`src/rtl/urct_defs.svh`:
```
`ifndef URCT_DEFS_SVH
`define URCT_DEFS_SVH

// ----------------------------------------
// Register offsets
// ----------------------------------------
`define URCT_ADDR_CTRL 8'hc8
`define URCT_ADDR_CFG 8'hc9
`define URCT_ADDR_RCAP_LO 8'hca
`define URCT_ADDR_RCAP_HI 8'hcb
`define URCT_ADDR_CNT_LO 8'hcc
`define URCT_ADDR_CNT_HI 8'hcd

// ----------------------------------------
// Control field positions
// ----------------------------------------
`define URCT_CTL_OVF 7
`define URCT_CTL_EXF 6
`define URCT_CTL_EXEN 3
`define URCT_CTL_RUN 2
`define URCT_CTL_CTS 1
`define URCT_CTL_CPS 0

// ----------------------------------------
// Configuration field positions
// ----------------------------------------
`define URCT_CFG_MODE_HI 4
`define URCT_CFG_MODE_LO 3
`define URCT_CFG_TOG 2
`define URCT_CFG_OE 1
`define URCT_CFG_DECREMENT_ENABLE 0

// ----------------------------------------
// Reset values and counts
// ----------------------------------------
`define URCT_RST_BYTE 8'h00
`define URCT_RST_WORD 16'h0000
`define URCT_CNT_TOP 16'hffff
`define URCT_CNT_BOTTOM 16'h0000
`define URCT_DIV12_LAST 4'hb
`define URCT_DIV2_LAST 4'h1
`define URCT_EXT8_LAST 4'h7
`define URCT_SYS_LAST 4'h0

`endif

```
`src/rtl/urct_pkg.sv`:
```
package urct_pkg;

  // ----------------------------------------
  // Types
  // ----------------------------------------
  typedef enum logic [1:0] {
    URCT_CLK_DIV12 = 2'b00,
    URCT_CLK_SYS = 2'b01,
    URCT_CLK_EXT8 = 2'b10,
    URCT_CLK_DIV2 = 2'b11
  } urct_clk_e;

  typedef logic [15:0] urct_count_t;

endpackage

```
`src/rtl/urct_tick_if.sv`:
```
`timescale 1ns/10ps
interface urct_tick_if;
  logic countTick;
  logic trigFall;
  logic trigLevel;
  modport src (output countTick, output trigFall, output trigLevel);
  modport sink (input countTick, input trigFall, input trigLevel);
endinterface

```
`src/rtl/urct_timer.sv`:
```
// What this block does
// - Up overflow: flag, reload (zero in capture mode), keep counting
// - Trigger fall reloads counter, sets external flag
// - Decrement enable: pin picks direction
// - Down match reload: flag, load 0xffff
// - Select bit: reload clear, capture set
// - Run bit starts and stops counting
// - External flag toggles on wrap, reload mode
// - Overflow flag sticky, requests interrupt
// - External flag sticky on trigger event
// - External enable clear ignores trigger fall
// - Capture copies count on trigger fall
// - Counter select picks prescale or pin
// - Two-bit field selects timer clock
// - Toggle output inverts on every wrap
// - Toggle bit reads level, write forces
// - Output enable gates toggle onto pin
// - Square wave period from reload value
// - Reload pair holds capture or reload
// - Counter readable as two bytes
`timescale 1ns/10ps
`include "urct_defs.svh"
module urct_timer
  import urct_pkg::*;
(
  // Clock and reset
  input wire logic core_clk,
  input wire logic rst_n,
  // Register port
  input wire logic [7:0] regAddr,
  input wire logic regWrEn,
  input wire logic regRdEn,
  input wire logic [7:0] regWrData,
  output logic [7:0] regRdData,
  // Pins
  input wire logic countPinIn,
  input wire logic extOscIn,
  input wire logic trigPinIn,
  output logic togglePinOut,
  output logic togglePinOe_n,
  // Interrupt request
  output logic timerIrqReq
);

  // ----------------------------------------
  // State
  // ----------------------------------------
  logic ovfFlag, extFlag, extEn, runCtl, ctSel, cpSel;
  urct_clk_e clkMode;
  logic togState, outEn, decEn;
  urct_count_t count, reload;
  logic next_ovfFlag, next_extFlag, next_extEn, next_runCtl, next_ctSel, next_cpSel;
  urct_clk_e next_clkMode;
  logic next_togState, next_outEn, next_decEn;
  urct_count_t next_count, next_reload;
  logic [7:0] next_regRdData;
  logic cntTick, upDir, trigAct, wrapEvt;
  logic wrCtl, wrCfg, wrRl, wrRh, wrCl, wrCh;
  logic extReq, next_extReq;

  urct_tick_if tickBus ();

  urct_tick_gen u_tick (
    .core_clk(core_clk),
    .rst_n(rst_n),
    .countPinIn(countPinIn),
    .extOscIn(extOscIn),
    .trigPinIn(trigPinIn),
    .clockMode(clkMode),
    .counterSelect(ctSel),
    .tickBus(tickBus)
  );

  // ----------------------------------------
  // Count engine and registers
  // ----------------------------------------
  always_comb begin
    wrCtl = regWrEn && regAddr == `URCT_ADDR_CTRL;
    wrCfg = regWrEn && regAddr == `URCT_ADDR_CFG;
    wrRl = regWrEn && regAddr == `URCT_ADDR_RCAP_LO;
    wrRh = regWrEn && regAddr == `URCT_ADDR_RCAP_HI;
    wrCl = regWrEn && regAddr == `URCT_ADDR_CNT_LO;
    wrCh = regWrEn && regAddr == `URCT_ADDR_CNT_HI;
    cntTick = runCtl & tickBus.countTick;
    upDir = ~decEn | tickBus.trigLevel;
    trigAct = tickBus.trigFall & extEn & ~decEn;
    wrapEvt = 1'b0;
    next_ovfFlag = wrCtl ? regWrData[`URCT_CTL_OVF] : ovfFlag;
    next_extFlag = wrCtl ? regWrData[`URCT_CTL_EXF] : extFlag;
    next_extEn = wrCtl ? regWrData[`URCT_CTL_EXEN] : extEn;
    next_runCtl = wrCtl ? regWrData[`URCT_CTL_RUN] : runCtl;
    next_ctSel = wrCtl ? regWrData[`URCT_CTL_CTS] : ctSel;
    next_cpSel = wrCtl ? regWrData[`URCT_CTL_CPS] : cpSel;
    next_clkMode = wrCfg ? urct_clk_e'(regWrData[`URCT_CFG_MODE_HI:`URCT_CFG_MODE_LO])
                         : clkMode;
    next_outEn = wrCfg ? regWrData[`URCT_CFG_OE] : outEn;
    next_decEn = wrCfg ? regWrData[`URCT_CFG_DECREMENT_ENABLE] : decEn;
    next_reload = reload;
    if (wrRl) begin
      next_reload[7:0] = regWrData;
    end
    if (wrRh) begin
      next_reload[15:8] = regWrData;
    end
    next_count = count;
    if (cntTick) begin
      if (upDir) begin
        next_count = count + 16'h0001;
        if (count == `URCT_CNT_TOP) begin
          wrapEvt = 1'b1;
          next_count = cpSel ? `URCT_CNT_BOTTOM : reload;
        end
      end else if (!cpSel && count == reload) begin
        wrapEvt = 1'b1;
        next_count = `URCT_CNT_TOP;
      end else begin
        next_count = count - 16'h0001;
        wrapEvt = cpSel && count == `URCT_CNT_BOTTOM;
      end
    end
    if (trigAct && !cpSel) begin
      next_count = reload;
    end
    if (wrCl) begin
      next_count[7:0] = regWrData;
    end
    if (wrCh) begin
      next_count[15:8] = regWrData;
    end
    if (trigAct && cpSel) begin
      next_reload = count;
    end
    if (wrapEvt && !cpSel) begin
      next_extFlag = ~next_extFlag;
    end
    if (trigAct) begin
      next_extFlag = 1'b1;
    end
    next_extReq = wrCtl ? (extReq & regWrData[`URCT_CTL_EXF]) : extReq;
    if (trigAct) begin
      next_extReq = 1'b1;
    end
    if (wrapEvt) begin
      next_ovfFlag = 1'b1;
    end
    next_togState = wrCfg ? regWrData[`URCT_CFG_TOG] : togState;
    if (wrapEvt) begin
      next_togState = ~next_togState;
    end
    next_regRdData = 8'h00;
    if (regRdEn) begin
      unique case (regAddr)
        `URCT_ADDR_CTRL: next_regRdData = {ovfFlag, extFlag, 2'b00, extEn, runCtl,
                                           ctSel, cpSel};
        `URCT_ADDR_CFG: next_regRdData = {3'b000, clkMode, togState, outEn, decEn};
        `URCT_ADDR_RCAP_LO: next_regRdData = reload[7:0];
        `URCT_ADDR_RCAP_HI: next_regRdData = reload[15:8];
        `URCT_ADDR_CNT_LO: next_regRdData = count[7:0];
        `URCT_ADDR_CNT_HI: next_regRdData = count[15:8];
        default: next_regRdData = 8'h00;
      endcase
    end
  end

  always_ff @(posedge core_clk or negedge rst_n) begin
    if (!rst_n) begin
      ovfFlag <= 1'b0;
      extFlag <= 1'b0;
      extReq <= 1'b0;
      extEn <= 1'b0;
      runCtl <= 1'b0;
      ctSel <= 1'b0;
      cpSel <= 1'b0;
      clkMode <= URCT_CLK_DIV12;
      togState <= 1'b0;
      outEn <= 1'b0;
      decEn <= 1'b0;
      count <= `URCT_RST_WORD;
      reload <= `URCT_RST_WORD;
      regRdData <= `URCT_RST_BYTE;
    end else begin
      ovfFlag <= next_ovfFlag;
      extFlag <= next_extFlag;
      extReq <= next_extReq;
      extEn <= next_extEn;
      runCtl <= next_runCtl;
      ctSel <= next_ctSel;
      cpSel <= next_cpSel;
      clkMode <= next_clkMode;
      togState <= next_togState;
      outEn <= next_outEn;
      decEn <= next_decEn;
      count <= next_count;
      reload <= next_reload;
      regRdData <= next_regRdData;
    end
  end

  // ----------------------------------------
  // Pin and request outputs
  // ----------------------------------------
  // output enable gate
  assign togglePinOut = outEn & togState;
  assign togglePinOe_n = ~outEn;
  assign timerIrqReq = ovfFlag | extReq;

  logic quiet;
  assign quiet = !regWrEn;
  logic forcedTog;
  assign forcedTog = regWrData[`URCT_CFG_TOG];
endmodule

```
`src/rtl/urct_tick_gen.sv`:
```
`timescale 1ns/10ps
`include "urct_defs.svh"
module urct_tick_gen
  import urct_pkg::*;
(
  // Clock and reset
  input wire logic core_clk,
  input wire logic rst_n,
  // Pins
  input wire logic countPinIn,
  input wire logic extOscIn,
  input wire logic trigPinIn,
  // Setup
  input urct_clk_e clockMode,
  input wire logic counterSelect,
  // Events
  urct_tick_if.src tickBus
);

  // ----------------------------------------
  // Pin synchronisers
  // ----------------------------------------
  logic [2:0] syncA, syncB, prevS;
  logic [2:0] next_syncA, next_syncB, next_prevS;
  logic [3:0] preCnt, next_preCnt;
  logic [2:0] fall;
  logic step, atLast;

  function automatic logic [3:0] divLast(urct_clk_e m);
    unique case (m)
      URCT_CLK_DIV12: divLast = `URCT_DIV12_LAST;
      URCT_CLK_SYS: divLast = `URCT_SYS_LAST;
      URCT_CLK_EXT8: divLast = `URCT_EXT8_LAST;
      URCT_CLK_DIV2: divLast = `URCT_DIV2_LAST;
    endcase
  endfunction

  always_comb begin
    next_syncA = {trigPinIn, extOscIn, countPinIn};
    next_syncB = syncA;
    next_prevS = syncB;
    fall = prevS & ~syncB;
    step = (clockMode == URCT_CLK_EXT8) ? fall[1] : 1'b1;
    atLast = preCnt >= divLast(clockMode);
    next_preCnt = preCnt;
    if (step) begin
      next_preCnt = atLast ? 4'h0 : preCnt + 4'h1;
    end
  end

  always_ff @(posedge core_clk or negedge rst_n) begin
    if (!rst_n) begin
      syncA <= 3'h0;
      syncB <= 3'h0;
      prevS <= 3'h0;
      preCnt <= 4'h0;
    end else begin
      syncA <= next_syncA;
      syncB <= next_syncB;
      prevS <= next_prevS;
      preCnt <= next_preCnt;
    end
  end

  // ----------------------------------------
  // Event outputs
  // ----------------------------------------
  // counter or timer source
  assign tickBus.countTick = counterSelect ? fall[0] : (step & atLast);
  assign tickBus.trigFall = fall[2];
  assign tickBus.trigLevel = syncB[2];

endmodule

```
`config.mk`:
```
export PLATFORM = sky130hd
export DESIGN_NAME = urct_timer
export DESIGN_NICKNAME = d
export VERILOG_FILES = /design/src/rtl/urct_pkg.sv /design/src/rtl/urct_tick_if.sv /design/src/rtl/urct_timer.sv /design/src/rtl/urct_tick_gen.sv
export VERILOG_INCLUDE_DIRS = /design/src /design/src/rtl
export SDC_FILE = /design/constraint.sdc
export NUM_CORES = 1
export LEC_CHECK = 0
export BUFFER_PORTS_ARGS = -buffer_cell sky130_fd_sc_hd__buf_2
export CAP_MARGIN = 20
export CORE_UTILIZATION = 30
export DETAILED_ROUTE_END_ITERATION = 6
export SLEW_MARGIN = 20
export SYNTH_ARGS = -nofsm -noshare
export SYNTH_HDL_FRONTEND = slang
export SYNTH_SLANG_ARGS = --single-unit
```
`constraint.sdc`:
```
create_clock -name core_clk -period 6.9 [get_ports core_clk]
set_input_delay 0.345 -clock core_clk [delete_from_list [all_inputs] [get_ports core_clk]]
set_output_delay 0.345 -clock core_clk [all_outputs]
set_load 0.05 [all_outputs]
```
=== Word level (Yosys, flattened, before mapping) ===
Cells that the tools add are included.

* Register bits after elaboration: 65
* Bits of input ports: 23
* Output and inout port bits: 11
* Logic and storage cells: 99

* Add/subtract/negate cells: 3
* Magnitude comparators: 1
* Equality and inequality tests: 11
* Muxes and demuxes: 30
* Bitwise logic cells: 14
* Reduce and logical (&&, ||, !) cells: 20

{| class="wikitable"
|+ Operators with widths
! kind !! count
|-
| 2-to-1 mux 16 bit || 7
|-
| == test 8 bit, second input constant || 6
|-
| case mux 8 bit (6 select lines) || 1
|-
| 2-to-1 mux 8 bit || 5
|-
| adder 16 x 1 -> 16 bit, second input constant || 1
|-
| == test 16 bit || 1
|-
| == test 16 bit, second input constant || 1
|-
| zero test 16 bit || 1
|-
| case mux 4 bit (4 select lines) || 1
|-
| subtractor 16 x 1 -> 16 bit, second input constant || 1
|-
| 2-to-1 mux 1 bit || 15
|-
| logical AND 1 bit || 11
|-
| nonzero test 2 bit || 4
|-
| bitwise AND 1 bit || 6
|-
| nonzero test 3 bit || 2
|-
| adder 4 x 1 -> 4 bit, second input constant || 1
|-
| == test 2 bit, second input constant || 2
|-
| >= comparator 4 bit || 1
|-
| 2-to-1 mux 4 bit || 1
|-
| NOT 1 bit || 4
|-
| bitwise AND 3 bit || 1
|-
| NOT 3 bit || 1
|-
| == test 2 x 1 -> 1 bit, second input constant || 1
|-
| zero test 2 bit || 1
|-
| 2 further kinds || 3
|}

=== Depth between registers and ports, before layout ===
Gate-level depths: netlist of the first run.

* Word-level depth: 10
* Depth in mapped cells: 9
* Depth with buffers taken out: 8

=== By module ===
A second synthesis of the first run with hierarchy kept.

* Cells, all modules: 522
* Area total of the unflattened synthesis: 4548.1 µm²

{| class="wikitable"
|+ By module, submodules not included
! module !! instances !! cells an instance !! area each (µm²) !! sequential area each (µm²)
|-
| urct_timer || 1 || 475 || 3977.6 || 1301.2
|-
| urct_tick_gen || 1 || 47 || 570.5 || 325.3
|}

=== Least setup slack after synthesis of the first run ===
No wires, ideal clock.

* Path type: register to register
* Start: reg clkMode[1]
* End: reg count[13]
* Setup time: 130 ps
* Data arrival time: 2210 ps
* Required time: 6770 ps
* Slack: 4560 ps
* Cell stages (with the launch flop): 10
* Buffers on the path: 1
* Clock period less this slack: 2340 ps
* Path through: dfrtp_1 > nand2b_1 > ha_1 > nand2b_1 > a2111oi_4 > o41ai_4 > buf_2 > a31oi_1 > a2bb2oi_1 > o41ai_2

* Longest elaborated chain between the ends: 7
* Elaborated cells between the ends (all ways): 11
* Those cells by class: order compare: 1; eq/ne: 3; mux: 3; bitwise: 2; reduce/logical: 2

{| class="wikitable"
|+ RTL lines
! item !! RTL line !! RTL
|-
| from (decl) || urct_timer.sv:49 || <nowiki>urct_clk_e clkMode;</nowiki>
|-
| from (signal assigned) || urct_timer.sv:189 || <nowiki>clkMode <= next_clkMode;</nowiki>
|-
| == test 2 bit (tied with other cells) || urct_tick_gen.sv:30 || <nowiki>unique case (m)</nowiki>
|-
| case mux 4 bit (4 select lines) || urct_tick_gen.sv:30 ||
|-
| >= comparator 4 bit || urct_tick_gen.sv:44 || <nowiki>atLast = preCnt >= divLast(clockMode);</nowiki>
|-
| bitwise AND 1 bit * || urct_tick_gen.sv:69 || <nowiki>assign tickBus.countTick = counterSelect ? fall[0] : (step & atLast);</nowiki>
|-
| 2-to-1 mux 1 bit * || urct_tick_gen.sv:69 ||
|-
| bitwise AND 1 bit * || urct_timer.sv:84 || <nowiki>cntTick = runCtl & tickBus.countTick;</nowiki>
|-
| nonzero test 3 bit (no line) * || n/a ||
|-
| to (signal assigned) || urct_timer.sv:178 || <nowiki>count <= `URCT_RST_WORD;</nowiki>
|-
| to (signal assigned) || urct_timer.sv:193 || <nowiki>count <= next_count;</nowiki>
|-
| to (decl) || urct_timer.sv:51 || <nowiki>urct_count_t count, reload;</nowiki>
|}

Mark *: on every way between the ends. The rest lies on a longest branch, timed or not.
A chain may end at the register's enable or synchronous reset.

=== Worst setup path after layout of the first run ===
* Start: reg clkMode[0]
* End: reg count[15]

The elaborated chain is that of the path after synthesis.

==> results of run 1 <==
==> area by class of cell <==
class | instances | area, µm²
fillers | 1536 | 10000
multi-input cells | 388 | 2810
flip-flops and latches | 65 | 1630
clock buffers | 11 | 243
well taps | 188 | 235
repair buffers | 36 | 188
clock inverters | 5 | 55.1
inverters | 9 | 33.8
==> report_power, final <==
| group | switching (mW) | internal (mW) |
|---|---|---|
| combinational | 0.246 | 0.212 |
| sequential | 0.201 | 0.440 |
| clock | 0.168 | 0.288 |
==> routing by layer <==
metal | up-vias | share of wire | wire length (µm)
met5 | - | 0 | 0
met4 | 0 | 0.038 | 584
met3 | 52 | 0.089 | 1360
met2 | 235 | 0.45 | 6840
met1 | 2042 | 0.42 | 6450
li1 | 1868 | - | -
==> how the worst max path moves through the flow <==
stage                     slack, ns        end  startpoint
after floorplan                4.56  count[13]  clkMode[1]
after global placement         4.03  count[15]  clkMode[0]
after detailed placement       3.95  count[15]  clkMode[0]
after CTS                      3.94  count[15]  clkMode[0]
after global routing           3.71  count[15]  clkMode[0]
final                          3.88  count[15]  clkMode[0]
==> cell families after synthesis <==
logic type,after synthesis
simple gates,169
buf+inv,51
mux,39
fa+ha+maj,8
flops,65
xor+xnor,40
compound gates,132
==> cells in the mapped netlist, drive strengths merged, types with 3 or more instances <==
| library cell | instances |
|---|---|
| a211oi | 5 |
| or4 | 4 |
| mux2 | 12 |
| xor2 | 25 |
| a21oi | 21 |
| and3 | 6 |
| or3 | 6 |
| a21boi | 4 |
| inv | 9 |
| mux2i | 23 |
| a32oi | 5 |
| nand2 | 43 |
| nand4 | 6 |
| o2bb2ai | 3 |
| nor3 | 18 |
| buf | 26 |
| a22oi | 4 |
| nand3 | 13 |
| dfrtp | 65 |
| xnor2 | 15 |
| a2111oi | 3 |
| a31oi | 8 |
| ha | 8 |
| o211ai | 5 |
| and4 | 3 |
| nor2 | 38 |
| a221oi | 4 |
| and2 | 5 |
| clkbuf | 16 |
| nand2b | 7 |
| nor4 | 10 |
| o41ai | 4 |
| o21ai | 42 |
| mux4 | 4 |
| nor2b | 3 |
==> state kept, by name, indices dropped and copies added, names as in the netlist <==
signal,flops
ctSel,1
extEn,1
decEn,1
runCtl,1
count,16
regRdData,8
ovfFlag,1
cpSel,1
clkMode,2
togState,1
u_tick.next_syncB,3
extReq,1
u_tick.preCnt,4
reload,16
u_tick.next_prevS,3
extFlag,1
u_tick.prevS,3
outEn,1
==> cells in the final DEF (no fill, tap or decap), types with 5 or more instances in the layout <==
cell,synthesis,final
a21oi_1,20,20
a31oi_1,8,8
a32oi_1,5,5
and2_1,5,5
and3_1,6,6
buf_2,18,33
clkbuf_16,0,9
dfrtp_1,65,65
ha_1,8,8
inv_1,9,9
mux2_2,12,12
mux2i_1,23,23
nand2_1,43,43
nand2b_1,7,7
nand3_1,10,10
nor2_1,35,35
nor3_1,15,15
nor4_1,8,8
o211ai_1,5,5
o21ai_0,39,39
or3_1,5,5
xnor2_1,15,15
xor2_1,25,25
==> worst register-to-register path: cells and delay by family, from the launching register on <==
family / cells / cell delay, ns
compound gates: 4 / 1.64
simple gates: 3 / 0.55
flops: 1 / 0.44
fa+ha+maj: 1 / 0.28
==> stage by stage <==
step / util / power [mW] / setup slack (ns) / hold WS [ns] / area [µm²]
floorplan: - / 0.969 / 4.56 / 0.0494 / 4690
global placement: 0.322 / 1.09 / 4.03 / 0.335 / 4890
detailed placement: 0.322 / 1.09 / 3.95 / 0.336 / 4890
CTS: 0.341 / 1.55 / 3.94 / 0.116 / 5190
global route: 0.341 / 1.64 / 3.71 / 0.111 / 5190
finish: 0.341 / 1.55 / 3.88 / 0.122 / 5190
==> metrics.yaml, run 1 <==
status: "finished, final reports clean"
yosys.area_share.adder: 0.0214
synthTopCellsByArea: "dfrtp_1 (35%), mux2i_1 (4.9%), xor2_1 (4.7%)"
cts.sinks: 65
drt_iter0_drc: 517
grt_max_degree: 66
firstDrtPassIters: 5
insertion_delay_ns: 0.33
synth_seq_cells: 65
htree_levels: 3
grt_pass1_vias: 4099
rows: 45
synthFlopType: "dfrtp_1"
reg2reg_depth: 8
path_buf_inv: 0
busiest_layer: "met2"
finClkSkew_ns: 0.00416
hold_viol_final: 0
crit_path_max_incr_delay_ns: 0.95
wire_per_inst_um: 21.7
use_met3: 0.0486
r2r_start: "clkMode[0]"
gp_congestion: 0.916
layout_min_cycle_time_ns: 3.02
crit_path_max_fanout: 15
fin_cells: 702
drc: 0
slowest_stage: "o41ai_4"
start_util: 0.308
grt_use_total: 0.196
postCtsSetupRepairBufs: 0
crit_path_end_kind: "flip-flop"
start_kind: "flip-flop"
vias_per_cell: 5.98
synth_top_family_by_area: "compound AO/OA/AOI/OAI gates"
hold_start: "countPinIn"
setup_viol: 0
r2r_setup_slack_ns: 3.88
synth-edff-count: 0
synthArstFlopShare: 1.00
min_path_cells: 1
core_um2: 15200
postCtsResizedCells: 0
cts_hold_buf: 0
synthesis.nets: 535
max_slew.worst_pin.slew_ns: 1.16
fmax_ghz: 0.331
fin_setup_tns_ns: 0
worstPathRequired_ns: 7.10
yosysTopAreaCell: "dfrtp_1"
layout-drive-gt1-share: 0.185
path_delay_family: "compound AO/OA/AOI/OAI gates"
port_buffers: 33
relSlewSlack: 0.224
synth_mux_area_frac: 0.0972
antenna_found_initial: 0
cts_root_buf: "clkbuf_16"
ys_seq_area_frac: 0.347
post-place-cells: 686
nNetsFinal: 540
synth_area_per_cell_um2: 9.30
cts_buffers: 9
grt_util_met1: 0.261
overflow: 0
area_delta_synth_final_pct: 10.7
yosys_warnings: 0
cts_tree: "built"
grt_pass1_wl_um: 23900
hold-path-endpoint: "u_tick.next_syncB[0]"
ios: 34
cp.depth: 8
syn_inst: 504
synth.distinct_cells: 75
worstPathArrival_ns: 3.22
antenna_cells: 0
die_x_um: 127
period_share: 0.437
rsz0062_at_grt: "no"
die_area_um2: 16100
synthesis.area_um2: 4690
crit_type: "reg -> reg"
maxSlewViolCount: 0
vdd_ir_drop_max_v: 0.000116
vias: 4197
cts_max_path_buffers: 2
wl_um: 15200
crit_chain: "or2_2 > ha_1 > o21a_1 > nor2_1 > o41ai_4 > nor2_4 > a2111oi_0 > o41ai_1"
postRouteAntennaNets: 0
yosys.area.top_type_share: 0.347
powerDensity_nw_per_um2: 300
synth-simple-area-share: 0.202
met2_usage: 0.299
rr_endpoint: "count[15]"
die_y_um: 127
synth_xor_area_frac: 0.0748
drv_cap: 0
dpl.hpwl_um: 10600
cts.clk_slew.worst_paths_ns: 0.05
hold_path_class: "in -> reg"
leakagePower_nw: 1.95
synth-compound-area-share: 0.204
Power figures use the tool's default switching activity.
==> run 2, diff against run 1 <==
==> constraint.sdc (replaced) <==
create_clock -name core_clk -period 3 [get_ports core_clk]
set_input_delay 0.15 -clock core_clk [delete_from_list [all_inputs] [get_ports core_clk]]
set_output_delay 0.15 -clock core_clk [all_outputs]
set_load 0.05 [all_outputs]
==> metrics.yaml, run 2 (synthesized netlist as in run 1, its figures left out) <==
layout-drive-gt1-share: 0.225
overflow: 0
r2r_start: "clkMode[1]"
r2r_setup_slack_ns: 0.33
cts.clk_slew.worst_paths_ns: 0.05
drv_cap: 0
vias_per_cell: 5.84
drc: 0
area_delta_synth_final_pct: 15.7
intPower_mw: 2.18
power.switching_mw: 1.44
hold_path_class: "in -> reg"
max_slew.worst_pin.slew_ns: 0.717
cts.sinks: 65
die_area_um2: 16100
finClkSkew_ns: 0.00736
final_cell_mix: "dfrtp_1 (65), nand2_1 (43), o21ai_0 (39)"
wire_per_inst_um: 21.9
crit_path_max_fanout: 15
slowest_stage: "or4_1"
start_util: 0.308
hold_viol_final: 0
cp_common_cell: "nand2b_1"
crit_chain: "nand2b_1 > ha_1 > nand2b_1 > a2111oi_4 > o41ai_4 > buf_4 > or4_1 > o21ai_0 > a31oi_1"
design_area_um2: 5420
maxSlewViolCount: 0
start_kind: "flip-flop"
setup_ws_ns: 0.333
grt_pass1_wl_um: 25300
wl_um: 16100
p_clk_frac: 0.264
postCtsSetupRepairBufs: 0
powerDensity_nw_per_um2: 666
fmax_ghz: 0.375
layout_min_cycle_time_ns: 2.67
gp_congestion: 0.917
place_area_um2: 5120
crit_path_start: "clkMode[1]"
postRouteAntennaNets: 0
rows: 45
grt_use_total: 0.207
crit_type: "reg -> reg"
status: "finished, final reports clean"
worstPathArrival_ns: 2.86
cts_buffers: 9
crit_path_end_kind: "flip-flop"
relSlewSlack: 0.522
port_buffers: 33
cp-endpoint: "count[2]"
htree_levels: 3
cts_max_path_buffers: 2
period_share: 0.889
comb_power_share: 0.369
antenna_cells: 0
fin_total_pwr_mw: 3.61
vdd_ir_drop_max_v: 0.000274
antenna_found_initial: 0
cp.depth: 9
path_delay_family: "simple AND/OR/NAND/NOR gates"
crit_path_max_incr_delay_ns: 0.50
seqPwrFrac: 0.367
final_common_cell: "dfrtp_1"
grt_max_degree: 47
dpl.hpwl_um: 11800
drt_iter0_drc: 520
biggestRegsByFlops: "count (16), reload (16), regRdData (8)"
vias: 4292
fin_setup_tns_ns: 0
pre_cts_ws_ns: 0.363
setup_viol: 0
nNetsFinal: 574
die_y_um: 127
firstDrtPassIters: 5
leakagePower_nw: 2.09
die_x_um: 127
core_um2: 15200
ios: 34
worstPathRequired_ns: 3.19
cts_tree: "built"
path_buf_inv: 1
rsz0062_at_grt: "no"
rr_endpoint: "count[2]"
grt_pass1_vias: 4288
p_sw_frac: 0.398
reg2reg_depth: 9
cts_root_buf: "clkbuf_16"
insertion_delay_ns: 0.34
==> run 2: cell types whose count changed in the layout (fill, tap and decap cells not counted) <==
cell	change
buf_4	+30
bufinv_16	-1
clkinvlp_4	-1
clkbuf_1	+1
dlygate4sd3_1	+4
==> run 2: per-layer routing <==
| metal | routed length (µm) | up-vias | global-route usage |
|---|---|---|---|
| met5 | 0 | - | 0 |
| li1 | - | 1940 | - |
| met1 | 6860 | 2112 | 0.269 |
| met2 | 7510 | 197 | 0.337 |
| met4 | 510 | 0 | 0.0826 |
| met3 | 1210 | 43 | 0.0431 |
==> run 2: final cells by class <==
cell class                 instances  area (µm²)
clock inverter                     3        17.5
sequential                        65        1630
tap                              188         235
inverter                           9        33.8
timing repair buffer              70         453
multi-input combinational        388        2810
fill                            1555        9780
clock buffer                      12         246
==> run 2: what timing repair did <==
item / CTS / global route
resized for setup: 0 / 0
hold endpoints to repair: 22 / 0
hold buffers: 4 / 0
setup endpoints to repair: 0 / 0
==> run 2: power groups by stage <==
stage | combinational (mW) | clock, mW | sequential, mW
floorplan | 1.12 | 0 | 1.11
global placement | 1.30 | 0 | 1.33
detailed placement | 1.31 | 0 | 1.33
CTS | 1.32 | 0.964 | 1.32
global route | 1.46 | 1.01 | 1.34
finish | 1.33 | 0.952 | 1.33
==> run 2: worst min path at each step <==
stage,from,endpoint,cells after the start
after global routing,regRdEn,regRdData[1],2
after detailed placement,rst_n,u_tick.next_syncB[1],1
final,regRdEn,regRdData[1],2
after CTS,regRdEn,regRdData[1],2
after global placement,rst_n,u_tick.next_syncB[1],1
after floorplan,rst_n,clkMode[0],0
==> run 2: per-stage QoR <==
step | hold slack, ns | utilization | instances
finish | 0.112 | 0.357 | 735
global route | 0.119 | 0.357 | 735
CTS | 0.106 | 0.357 | 735
detailed placement | 0.131 | 0.337 | 716
global placement | 0.112 | 0.337 | 716
floorplan | -0.146 | - | 504
==> run 3, diff against run 2 <==
--- a/config.mk
+++ b/config.mk
@@ -8,7 +8,7 @@
 export LEC_CHECK = 0
 export BUFFER_PORTS_ARGS = -buffer_cell sky130_fd_sc_hd__buf_2
 export CAP_MARGIN = 20
-export CORE_UTILIZATION = 30
+export CORE_UTILIZATION = 41
 export DETAILED_ROUTE_END_ITERATION = 6
 export SLEW_MARGIN = 20
 export SYNTH_ARGS = -nofsm -noshare
==> metrics.yaml, run 3 (synthesized netlist as in run 1, its figures left out) <==
nNetsFinal: 568
cts_buffers: 9
max_slew.worst_pin.slew_ns: 0.722
hold_path_class: "in -> reg"
final_cell_mix: "dfrtp_1 (65), nand2_1 (43), o21ai_0 (39)"
cts.clk_slew.worst_paths_ns: 0.05
reg2reg_depth: 7
cts_max_path_buffers: 2
antenna_cells: 0
grt_pass1_wl_um: 23900
place_area_um2: 5030
postCtsResizedCells: 0
hold_viol_final: 0
setup_ws_ns: 0.198
top_layer: "met4"
grt_pass1_vias: 4086
vias_per_cell: 6.34
intPower_mw: 2.32
core_um2: 11000
drv_cap: 0
multi_input_area_um2: 2810
htree_levels: 3
wire_per_inst_um: 22.6
port_buffers: 33
die_x_um: 109
status: "finished, final reports clean"
worstPathRequired_ns: 3.22
cts_tree: "built"
seqPwrFrac: 0.351
p_clk_frac: 0.291
drc: 0
vias: 4327
wl_met1_um: 6460
r2r_setup_slack_ns: 0.20
overflow: 0
hold-path-endpoint: "regRdData[2]"
gp_congestion: 0.976
layout_min_cycle_time_ns: 2.80
layout-drive-gt1-share: 0.216
pre_cts_ws_ns: 0.253
insertion_delay_ns: 0.33
seq_area_um2: 1630
period_share: 0.934
grt_max_degree: 38
finClkSkew_ns: 0.00543
drt_iter0_drc: 380
area_delta_synth_final_pct: 14.6
start_util: 0.427
cts.sinks: 65
crit_path_max_fanout: 10
rr_endpoint: "count[15]"
postRouteAntennaNets: 0
powerDensity_nw_per_um2: 699
crit_path_end_kind: "flip-flop"
ios: 34
die_y_um: 109
power.switching_mw: 1.43
die_area_um2: 11900
relSlewSlack: 0.519
maxSlewViolCount: 0
crit_path_start: "count[5]"
dpl.hpwl_um: 11400
wl_um: 15400
p_sw_frac: 0.382
hold_start: "regRdEn"
setup_viol: 0
firstDrtPassIters: 5
crit_type: "reg -> reg"
grt_use_total: 0.280
antenna_found_initial: 0
biggestRegsByFlops: "count (16), reload (16), regRdData (8)"
cts_root_buf: "clkbuf_16"
final_common_cell: "dfrtp_1"
fmax_ghz: 0.357
vdd_ir_drop_max_v: 0.000542
wl_met3_um: 1550
leakagePower_nw: 2.09
fin_setup_tns_ns: 0
rows: 38
min_path_cells: 2
r2r_start: "count[5]"
design_area_um2: 5370
comb_power_share: 0.358
start_kind: "flip-flop"
worstPathArrival_ns: 3.03
met2WireLength_um: 6940
nFillCells: 1032
rsz0062_at_grt: "no"
## run 3: cell count changes in the layout (fill, tap and decap cells not counted)
cell        previous run  this run
clkinv_2               2         1
nor2_1                35        34
clkbuf_1               2         4
bufinv_16              0         2
clkbuf_8               1         0
clkinvlp_4             1         0
buf_4                 33        26
nor2_2                 1         2
buf_12                 0         1
## run 3: worst max path at each step
stage                     end  cells after the start
CTS                 count[15]                      7
global route         count[7]                      7
global placement    count[15]                      7
detailed placement  count[15]                      7
finish              count[15]                      7
floorplan           count[13]                      9
## run 3: routing by layer
metal  vias up  global-route usage
met5         -                   0
met4         0               0.110
met3        38              0.0741
met2       240               0.414
met1      2124               0.386
li1       1925                   -
## run 3: worst max-delay path, stage by stage (launching register included)
cell,delay (ns)
dfrtp_1,0.56
xor2_1,0.22
nor4_1,0.54
nand4_1,0.32
o21ai_2,0.41
buf_4,0.21
a2111oi_0,0.06
o41ai_1,0.36
## run 3: power by group through the flow
stage / logic (mW) / registers [mW] / clock network, mW
final: 1.34 / 1.32 / 1.09
after detailed placement: 1.32 / 1.32 / 0
after CTS: 1.33 / 1.31 / 1.11
after global routing: 1.45 / 1.33 / 1.15
after floorplan: 1.12 / 1.11 / 0
after global placement: 1.31 / 1.32 / 0
## run 3: area by class of cell
cell class              instances  share of cell area
multi-input cells             388               0.523
flip-flops and latches         65               0.303
repair buffers                 64              0.0783
clock buffers                  13              0.0447
well taps                     140              0.0326
clock inverters                 3              0.0121
inverters                       9             0.00629
## run 3: repair_timing
| item | CTS | global route |
|---|---|---|
| buffers inserted | 0 | 0 |
| hold buffers | 4 | 0 |
| endpoints found under the hold margin | 31 | 0 |
## run 3: metrics by stage
stage	util	hold slack [ns]	cells	power, mW
after floorplan	-	-0.146	504	2.23
after global placement	0.458	0.243	662	2.62
after detailed placement	0.458	0.251	662	2.64
after CTS	0.489	0.113	682	3.74
after global routing	0.489	0.131	682	3.93
final	0.489	0.122	682	3.75
